--- src/common/fppio_params.svh ---
/*
 * Register offsets, port widths and reset values for the five-port
 * parallel I/O block. Assumes inclusion by its bare name.
 */
`ifndef FPPIO_PARAMS_SVH
`define FPPIO_PARAMS_SVH

`define FPPIO_ADDR_W        4
`define FPPIO_OFF_A_LATCH   4'h0
`define FPPIO_OFF_B_LATCH   4'h1
`define FPPIO_OFF_C_LATCH   4'h2
`define FPPIO_OFF_D_LATCH   4'h3
`define FPPIO_OFF_A_DIR     4'h4
`define FPPIO_OFF_B_DIR     4'h5
`define FPPIO_OFF_C_DIR     4'h6
`define FPPIO_OFF_D_DIR     4'h7
`define FPPIO_OFF_E_LATCH   4'h8
`define FPPIO_OFF_E_DIR     4'hC
`define FPPIO_OFF_A_PULL    4'hD
`define FPPIO_OFF_C_PULL    4'hE
`define FPPIO_OFF_D_PULL    4'hF

`define FPPIO_A_WIDTH       8
`define FPPIO_B_WIDTH       8
`define FPPIO_C_WIDTH       7
`define FPPIO_D_WIDTH       8
`define FPPIO_E_WIDTH       6

`define FPPIO_DIR_RESET     8'h00
`define FPPIO_PULL_RESET    8'h00
`define FPPIO_READ_IDLE     8'h00

`endif

--- src/common/fppio_pkg.sv ---
/*
 * Shared types of the five-port parallel I/O block.
 * Assumes nothing of its surroundings.
 */
package fppio_pkg;
	typedef logic [7:0] fppio_byte_t;
	typedef logic [3:0] fppio_addr_t;
endpackage

--- src/hdl/fppio_port.sv ---
/*
 * One parallel port: data latch, direction register, optional pullup
 * enable register, pin drive and read-back mux.
 * Assumes pin inputs synchronous to clk_i and one-cycle write strobes.
 */
`timescale 1ns/1ps
`include "fppio_params.svh"

module fppio_port #(
	parameter int WIDTH    = 8,
	parameter bit HAS_PULL = 1'b1
) (
	input  wire logic             clk_i,
	input  wire logic             rst_n_i,
	input  wire logic             wr_latch_i,
	input  wire logic             wr_dir_i,
	input  wire logic             wr_pull_i,
	input  wire logic [7:0]       wdata_i,
	input  wire logic [WIDTH-1:0] pin_i,
	output logic      [WIDTH-1:0] pin_o,
	output logic      [WIDTH-1:0] pin_oe_o,
	output logic      [WIDTH-1:0] pull_on_o,
	output logic      [7:0]       data_rd_o,
	output logic      [7:0]       dir_rd_o,
	output logic      [7:0]       pull_rd_o
);

	logic [WIDTH-1:0] latch_reg;
	logic [WIDTH-1:0] dir_reg;
	logic [WIDTH-1:0] pull_reg;
	logic [WIDTH-1:0] data_view;

	// ********************************************
	// Storage
	// ********************************************
	// No reset: contents survive a reset, unknown until first write
	always_ff @(posedge clk_i)
	begin
		if (wr_latch_i)
		begin
			latch_reg <= wdata_i[WIDTH-1:0];
		end
	end

	always_ff @(posedge clk_i or negedge rst_n_i)
	begin
		if (!rst_n_i)
		begin
			dir_reg <= WIDTH'(`FPPIO_DIR_RESET);
		end
		else if (wr_dir_i)
		begin
			dir_reg <= wdata_i[WIDTH-1:0];
		end
	end

	generate
		if (HAS_PULL)
		begin : g_pull
			always_ff @(posedge clk_i or negedge rst_n_i)
			begin
				if (!rst_n_i)
				begin
					pull_reg <= WIDTH'(`FPPIO_PULL_RESET);
				end
				else if (wr_pull_i)
				begin
					pull_reg <= wdata_i[WIDTH-1:0];
				end
			end
		end
		else
		begin : g_nopull
			assign pull_reg = '0;
		end
	endgenerate

	// ********************************************
	// Pins and read-back
	// ********************************************
	assign pin_o     = latch_reg;
	assign pin_oe_o  = dir_reg;
	assign pull_on_o = pull_reg & ~dir_reg;
	assign data_view = (dir_reg & latch_reg) | (~dir_reg & pin_i);

	always_comb
	begin
		data_rd_o = `FPPIO_READ_IDLE;
		dir_rd_o  = `FPPIO_READ_IDLE;
		pull_rd_o = `FPPIO_READ_IDLE;
		data_rd_o[WIDTH-1:0] = data_view;
		dir_rd_o[WIDTH-1:0]  = dir_reg;
		pull_rd_o[WIDTH-1:0] = pull_reg;
	end

endmodule

--- src/hdl/fppio_top.sv ---
/*
 * Five-port parallel I/O block: register decode and read data for ports
 * A to E. Assumes a simple strobe register port, read data one cycle
 * after the read strobe, and pins synchronous to clk_i.
 */
// Added by the designer: the plain strobed port.
`timescale 1ns/1ps
`include "fppio_params.svh"

module fppio_top #(
	parameter int A_W = `FPPIO_A_WIDTH,
	parameter int B_W = `FPPIO_B_WIDTH,
	parameter int C_W = `FPPIO_C_WIDTH,
	parameter int D_W = `FPPIO_D_WIDTH,
	parameter int E_W = `FPPIO_E_WIDTH
) (
	input  wire logic                  clk_i,
	input  wire logic                  rst_n_i,
	input  wire fppio_pkg::fppio_addr_t addr_i,
	input  wire fppio_pkg::fppio_byte_t wdata_i,
	input  wire logic                  wr_i,
	input  wire logic                  rd_i,
	output fppio_pkg::fppio_byte_t     rdata_o,
	input  wire logic [A_W-1:0]        port_a_pin_i,
	output logic      [A_W-1:0]        port_a_pin_o,
	output logic      [A_W-1:0]        port_a_oe_o,
	output logic      [A_W-1:0]        port_a_pull_o,
	input  wire logic [B_W-1:0]        port_b_pin_i,
	output logic      [B_W-1:0]        port_b_pin_o,
	output logic      [B_W-1:0]        port_b_oe_o,
	input  wire logic [C_W-1:0]        port_c_pin_i,
	output logic      [C_W-1:0]        port_c_pin_o,
	output logic      [C_W-1:0]        port_c_oe_o,
	output logic      [C_W-1:0]        port_c_pull_o,
	input  wire logic [D_W-1:0]        port_d_pin_i,
	output logic      [D_W-1:0]        port_d_pin_o,
	output logic      [D_W-1:0]        port_d_oe_o,
	output logic      [D_W-1:0]        port_d_pull_o,
	input  wire logic [E_W-1:0]        port_e_pin_i,
	output logic      [E_W-1:0]        port_e_pin_o,
	output logic      [E_W-1:0]        port_e_oe_o
);

	// ********************************************
	// Write decode
	// ********************************************
	function automatic logic hit(input fppio_pkg::fppio_addr_t a,
		input fppio_pkg::fppio_addr_t off);
		hit = (a == off);
	endfunction

	fppio_pkg::fppio_byte_t a_dat, a_dir, a_pul;
	fppio_pkg::fppio_byte_t b_dat, b_dir;
	fppio_pkg::fppio_byte_t c_dat, c_dir, c_pul;
	fppio_pkg::fppio_byte_t d_dat, d_dir, d_pul;
	fppio_pkg::fppio_byte_t e_dat, e_dir;
	fppio_pkg::fppio_byte_t rdata_reg;
	fppio_pkg::fppio_byte_t rdata_next;

	// ********************************************
	// Ports
	// ********************************************
	fppio_port #(.WIDTH(A_W), .HAS_PULL(1'b1)) u_port_a (
		.clk_i      (clk_i),
		.rst_n_i    (rst_n_i),
		.wr_latch_i (wr_i && hit(addr_i, `FPPIO_OFF_A_LATCH)),
		.wr_dir_i   (wr_i && hit(addr_i, `FPPIO_OFF_A_DIR)),
		.wr_pull_i  (wr_i && hit(addr_i, `FPPIO_OFF_A_PULL)),
		.wdata_i    (wdata_i),
		.pin_i      (port_a_pin_i),
		.pin_o      (port_a_pin_o),
		.pin_oe_o   (port_a_oe_o),
		.pull_on_o  (port_a_pull_o),
		.data_rd_o  (a_dat),
		.dir_rd_o   (a_dir),
		.pull_rd_o  (a_pul)
	);

	fppio_port #(.WIDTH(B_W), .HAS_PULL(1'b0)) u_port_b (
		.clk_i      (clk_i),
		.rst_n_i    (rst_n_i),
		.wr_latch_i (wr_i && hit(addr_i, `FPPIO_OFF_B_LATCH)),
		.wr_dir_i   (wr_i && hit(addr_i, `FPPIO_OFF_B_DIR)),
		.wr_pull_i  (1'b0),
		.wdata_i    (wdata_i),
		.pin_i      (port_b_pin_i),
		.pin_o      (port_b_pin_o),
		.pin_oe_o   (port_b_oe_o),
		.pull_on_o  (),
		.data_rd_o  (b_dat),
		.dir_rd_o   (b_dir),
		.pull_rd_o  ()
	);

	fppio_port #(.WIDTH(C_W), .HAS_PULL(1'b1)) u_port_c (
		.clk_i      (clk_i),
		.rst_n_i    (rst_n_i),
		.wr_latch_i (wr_i && hit(addr_i, `FPPIO_OFF_C_LATCH)),
		.wr_dir_i   (wr_i && hit(addr_i, `FPPIO_OFF_C_DIR)),
		.wr_pull_i  (wr_i && hit(addr_i, `FPPIO_OFF_C_PULL)),
		.wdata_i    (wdata_i),
		.pin_i      (port_c_pin_i),
		.pin_o      (port_c_pin_o),
		.pin_oe_o   (port_c_oe_o),
		.pull_on_o  (port_c_pull_o),
		.data_rd_o  (c_dat),
		.dir_rd_o   (c_dir),
		.pull_rd_o  (c_pul)
	);

	fppio_port #(.WIDTH(D_W), .HAS_PULL(1'b1)) u_port_d (
		.clk_i      (clk_i),
		.rst_n_i    (rst_n_i),
		.wr_latch_i (wr_i && hit(addr_i, `FPPIO_OFF_D_LATCH)),
		.wr_dir_i   (wr_i && hit(addr_i, `FPPIO_OFF_D_DIR)),
		.wr_pull_i  (wr_i && hit(addr_i, `FPPIO_OFF_D_PULL)),
		.wdata_i    (wdata_i),
		.pin_i      (port_d_pin_i),
		.pin_o      (port_d_pin_o),
		.pin_oe_o   (port_d_oe_o),
		.pull_on_o  (port_d_pull_o),
		.data_rd_o  (d_dat),
		.dir_rd_o   (d_dir),
		.pull_rd_o  (d_pul)
	);

	fppio_port #(.WIDTH(E_W), .HAS_PULL(1'b0)) u_port_e (
		.clk_i      (clk_i),
		.rst_n_i    (rst_n_i),
		.wr_latch_i (wr_i && hit(addr_i, `FPPIO_OFF_E_LATCH)),
		.wr_dir_i   (wr_i && hit(addr_i, `FPPIO_OFF_E_DIR)),
		.wr_pull_i  (1'b0),
		.wdata_i    (wdata_i),
		.pin_i      (port_e_pin_i),
		.pin_o      (port_e_pin_o),
		.pin_oe_o   (port_e_oe_o),
		.pull_on_o  (),
		.data_rd_o  (e_dat),
		.dir_rd_o   (e_dir),
		.pull_rd_o  ()
	);

	// ********************************************
	// Read path
	// ********************************************
	// Unmapped offsets 9 to B read zero; pin is sampled in the read cycle.
	always_comb
	begin
		rdata_next = `FPPIO_READ_IDLE;
		unique case (addr_i)
			`FPPIO_OFF_A_LATCH: rdata_next = a_dat;
			`FPPIO_OFF_B_LATCH: rdata_next = b_dat;
			`FPPIO_OFF_C_LATCH: rdata_next = c_dat;
			`FPPIO_OFF_D_LATCH: rdata_next = d_dat;
			`FPPIO_OFF_A_DIR:   rdata_next = a_dir;
			`FPPIO_OFF_B_DIR:   rdata_next = b_dir;
			`FPPIO_OFF_C_DIR:   rdata_next = c_dir;
			`FPPIO_OFF_D_DIR:   rdata_next = d_dir;
			`FPPIO_OFF_E_LATCH: rdata_next = e_dat;
			`FPPIO_OFF_E_DIR:   rdata_next = e_dir;
			`FPPIO_OFF_A_PULL:  rdata_next = a_pul;
			`FPPIO_OFF_C_PULL:  rdata_next = c_pul;
			`FPPIO_OFF_D_PULL:  rdata_next = d_pul;
			default:            rdata_next = `FPPIO_READ_IDLE;
		endcase
	end

	// Data stands only in the cycle after the strobe, zero otherwise.
	always_ff @(posedge clk_i or negedge rst_n_i)
	begin
		if (!rst_n_i)
		begin
			rdata_reg <= `FPPIO_READ_IDLE;
		end
		else
		begin
			rdata_reg <= rd_i ? rdata_next : `FPPIO_READ_IDLE;
		end
	end

	assign rdata_o = rdata_reg;

endmodule

--- config.mk ---
export PLATFORM = sky130hd
export DESIGN_NAME = fppio_top
export DESIGN_NICKNAME = d
export VERILOG_FILES = /design/src/common/fppio_pkg.sv /design/src/hdl/fppio_port.sv /design/src/hdl/fppio_top.sv
export VERILOG_INCLUDE_DIRS = /design/src /design/src/common
export SDC_FILE = /design/constraint.sdc
export NUM_CORES = 1
export LEC_CHECK = 0
export BUFFER_PORTS_ARGS = -buffer_cell sky130_fd_sc_hd__buf_2
export CELL_PAD_IN_SITES_DETAIL_PLACEMENT = 0
export CELL_PAD_IN_SITES_GLOBAL_PLACEMENT = 1
export CORE_MARGIN = 3
export CORE_UTILIZATION = 43
export DETAILED_ROUTE_END_ITERATION = 8
export PLACE_DENSITY_LB_ADDON = 0.12
export SYNTH_ARGS = -nofsm -noshare
export SYNTH_HDL_FRONTEND = slang
export SYNTH_SLANG_ARGS = --single-unit
--- constraint.sdc ---
create_clock -name clk_i -period 3.53 [get_ports clk_i]
set_input_delay 0.706 -clock clk_i [delete_from_list [all_inputs] [get_ports clk_i]]
set_output_delay 0.706 -clock clk_i [all_outputs]
set_load 0.05 [all_outputs]
# Word level (Yosys, flattened, before mapping)
# Cells that the tools add are included.
[word_totals]
register_bits = 105
in_bits = 53
out_inout_bits = 105
word_cells = 65
[op_classes]
n_eq_ne = 12
muxes = 2
bitwise_logic = 23
reduce_logical = 14
[ops]
columns = ["op", "count"]
rows = [
  ["$pmux 8 s13", 1],
  ["$and 8x8->8", 8],
  ["$not 8->8", 3],
  ["$or 8x8->8", 3],
  ["$and 7x7->7", 3],
  ["$eq 4x4->1 const B", 5],
  ["$eq 4x3->1 const B", 4],
  ["$logic_and 1x1->1", 13],
  ["$and 6x6->6", 2],
  ["$eq 4x2->1 const B", 2],
  ["$mux 8", 1],
  ["$not 7->7", 1],
  ["$or 7x7->7", 1],
  ["$not 6->6", 1],
  ["$or 6x6->6", 1],
  ["$eq 4x1->1 const B", 1],
  ["$logic_not 4->1", 1],
]

# Depth between registers and ports, before layout
[logic_depth]
depth_word = 5
depth_mapped = 6
depth_no_buf = 4

# Hierarchy
# Synthesis repeated with hierarchy kept, for this count alone.
[unflattened]
cells_unflattened = 491
hier_area_um2 = 6184.7
[modules_own_cells]
columns = ["module", "instances", "cells_per_inst", "area_per_inst_um2", "seq_area_each_um2"]
rows = [
  ["fppio_port at u_port_a ...", 2, 66, 1103.6, 640.6],
  ["fppio_top", 1, 189, 1453.9, 200.2],
  ["fppio_port at u_port_c", 1, 62, 994.7, 560.5],
  ["fppio_port at u_port_b", 1, 58, 845.8, 440.4],
  ["fppio_port at u_port_e", 1, 50, 683.2, 330.3],
]

# Worst setup path before layout
# No wires, ideal clock.
[synth_path]
kind = "input to register"
start = "input port addr_i[1]"
end = "register u_port_a.latch_reg[0] (netlist: u_port_a.pin_o[0]), enable pin"
setup_time_ps = 370
arrival_ps = 1852
path_slack_ps = 1308
path_stages = 4
n_path_buf = 2
path_cell_list = "buf_6 > or4_1 > buf_2 > nor2_1"
[synth_via]
elab_chain_cells = 2
[synth_lines]
columns = ["item", "line_no", "text"]
rows = [
  ["start: declaration", "fppio_top.sv:19", "input wire fppio_pkg::fppio_addr_t addr_i,"],
  ["$logic_not 4->1", "fppio_top.sv:49", "hit = (a == off);"],
  ["$logic_and 1x1->1", "fppio_top.sv:66", ".wr_latch_i (wr_i && hit(addr_i, `FPPIO_OFF_A_LATCH)),"],
  ["net u_port_a.wr_latch_i", "fppio_port.sv:15", "input wire logic wr_latch_i,"],
  ["end signal: assignment", "fppio_port.sv:41", "latch_reg <= wdata_i[WIDTH-1:0];"],
  ["end: declaration", "fppio_port.sv:28", "logic [WIDTH-1:0] latch_reg;"],
]
# The timed path passes the listed nets, and every way through them passes these cells.
# A chain may end at the register's enable or synchronous reset.

# Final worst setup path
[layout_path]
start = "input port addr_i[0]"
end = "register u_port_a.latch_reg[1] (netlist: u_port_a.pin_o[1]), enable pin"
# The elaborated chain is that of the path after synthesis.

==> metrics.yaml <==
placed_design:
  dp_cells: 681
  dpl-instance-area_um2: 5990
  gp_congestion: 0.889
  dp_slack_ns: 0.273
  dp_hpwl_mm: 11.5
  port_buffers: 157
routing:
  post_drt_via_cell_ratio: 5.77
  wirelength_mm: 16.0
  vias: 4017
  drtPass1Iterations: 5
  drt_iter0_drc: 328
  postRouteAntennaNets: 0
  wire_per_inst_um: 23.0
  drc_errors: 0
setup_path:
  cp-end-kind: "flop"
  worst-setup-path-type: "input pin to flop"
  start_kind: "input pin"
  path_max_fanout: 32
  critPathArrivalTime_ns: 2.90
  worstPathRequired_ns: 3.49
power_and_ir_drop:
  peakVddDrop_mv: 0.313
  p_per_area_nw_per_um2: 632
  p_leak_nw: 2.80
finish:
  seqCellArea_um2: 2810
  multiInputGateArea_um2: 2150
  layout_common_cells: "buf_2 (157), dfrtp_1 (68), mux2_2 (64), mux2i_1 (41), edfxtp_1 (37)"
  fillers: 986
  layout.nets: 602
  area_growth_pct: 23.7
  stdcell_area_um2: 6270
  antenna_cells: 0
  layout_commonest_cell: "buf_2"
  drive_gt1_share_pct: 45.6
  layoutNonFillerInstCount: 696
clocking:
  htree_num_levels: 3
  cts_resized: 0
  clock-sinks: 105
  cts_tree: "built"
  clock_latency_ns: 0.35
  numCtsBuffers: 9
  clockBufferDepth: 2
  cts.clk_slew.worst_paths_ns: 0.07
  postCtsSetupBuffers: 0
  postCtsHoldBufs: 0
  clockRootBuffer: "clkbuf_16"
synthesis:
  synth_fp_nets: 444
  synthMuxAreaShare_pct: 22.3
  synth_top_family_by_area: "multiplexers"
  avgSynthCellArea_um2: 13.0
  synth.largest_area_cell: "dfrtp_1"
  synthArstFlopShare_pct: 64.8
  synth-simple-area-share_pct: 11.9
  synth_edf_count: 37
  yosysWarningCount: 0
  seq_area_frac_synth_pct: 55.5
  synth-xor-area-share_pct: 0
  synth_compound_area_share_pct: 8.10
  synth_adder_area_share_pct: 0
  synth_area_um2: 5070
  synthFlopType: "dfrtp_1"
  ys_ff_latch: 105
  synthCells: 391
  synth_area_leaders: "dfrtp_1 (34%), edfxtp_1 (22%), mux2_2 (14%)"
  yosysUniqueCellTypes: 50
  synth_top_area_share_pct: 33.6
floorplanning:
  die_height_um: 115
  coreArea_um2: 11500
  num_io_pins: 158
  fp.dieW_um: 115
  fp.dieArea_um2: 13100
  start_util_pct: 44.2
  row_count: 39
timing:
  setup_tns_ns: 0
  hold_viol: 0
  slew_headroom_pct: 11.2
  rsz0062_at_grt: "no"
  finalCriticalPeriod_ns: 2.95
  worst_slack_ns: 0.582
  finClkSkew_ns: 0.00846
  period_share_pct: 83.5
  slew_violations: 0
  setup_violations: 0
  worst_pin_slew_ns: 1.33
  fmax_ghz: 0.339
grt:
  overflow: 0
  grt_usage_pct: 24.7
  grt_pass1_vias: 4036
  grt_pass1_wl_mm: 24.0
  grt_max_degree: 33
  antenna_found_initial: 0
flow_run:
  max-cap-violations: 0
hold_path:
  hold_class: "input pin to async pin"
outcome:
  status: "finished clean"
==> logic make-up (layout without fill, tap and decap cells) <==
group                  after synthesis  after routing
buffers and inverters               20            182
AO/OA/AOI/OAI                       61             61
AND/OR/NAND/NOR                    100            100
flip-flops                         105            105
multiplexers                       105            105
==> final timing paths <==
path                            cells after the start                               from  slack [ns]                                 to
worst max-delay path                                3                          addr_i[0]        0.58        u_port_a.pin_o[1]$_DFFE_PP_
worst min-delay path                                1                            rst_n_i        0.41   u_port_e.pin_oe_o[1]$_DFFE_PN0P_
worst max register to register                      4   u_port_a.dir_rd_o[6]$_DFFE_PN0P_        2.07               rdata_o[6]$_DFF_PN0_
worst min register to register                      1  u_port_a.pull_rd_o[2]$_DFFE_PN0P_        0.53  u_port_a.pull_rd_o[2]$_DFFE_PN0P_
max in group asynchronous                           2                            rst_n_i        2.23  u_port_a.pull_rd_o[0]$_DFFE_PN0P_
min in group clk_i                                  1  u_port_a.pull_rd_o[2]$_DFFE_PN0P_        0.53  u_port_a.pull_rd_o[2]$_DFFE_PN0P_
==> worst max-delay path: stages <==
cell and delay, ns:
buf_2 0.31, or4_1 0.80, nor2_1 1.07
==> through the flow <==
step                utilization, %  power [mW]  hold slack [ns]
floorplan                        -        2.62            0.410
global placement              52.2        3.00            0.489
detailed placement            52.2        3.01            0.512
CTS                           54.6        3.99            0.427
global route                  54.6        4.11            0.480
finish                        54.6        3.96            0.413
==> cell usage after synthesis, types with 4 or more instances <==
cell and number:
edfxtp_1 37, nor2_2 6, a31oi_1 8, nand2b_1 6
nand3_1 8, nor2_1 14, mux2i_1 41, nor3_1 4
a21oi_1 8, nor2b_1 25, o22ai_1 14, a22o_1 4
buf_2 6, and3_1 4, clkbuf_1 5, nand2_1 11
mux2_2 64, dfrtp_1 68, o21ai_0 8
==> power breakdown <==
part / switching, mW / internal (mW)
sequential: 0.208 / 1.44
clock: 0.436 / 0.545
combinational: 0.926 / 0.406
total: 1.57 / 2.39
==> final cells by class <==
cell class                      instances  share of cell area, %
Clock buffer                           11                   3.71
Multi-Input combinational cell        266                   34.2
Timing Repair Buffer                  164                   13.4
Tap cell                              143                   2.86
Inverter                                3                  0.180
Clock inverter                          4                  0.739
Sequential cell                       105                   44.9
==> metal layers <==
layer | up-vias | global-route usage [%] | routed length (um)
met4 | 0 | 9.74 | 429
met1 | 1996 | 34.5 | 6940
met5 | - | 0 | 0
met3 | 29 | 3.44 | 1010
li1 | 1802 | - | -
met2 | 190 | 39.1 | 7610
Note: power is estimated with default switching activity, not from simulation.
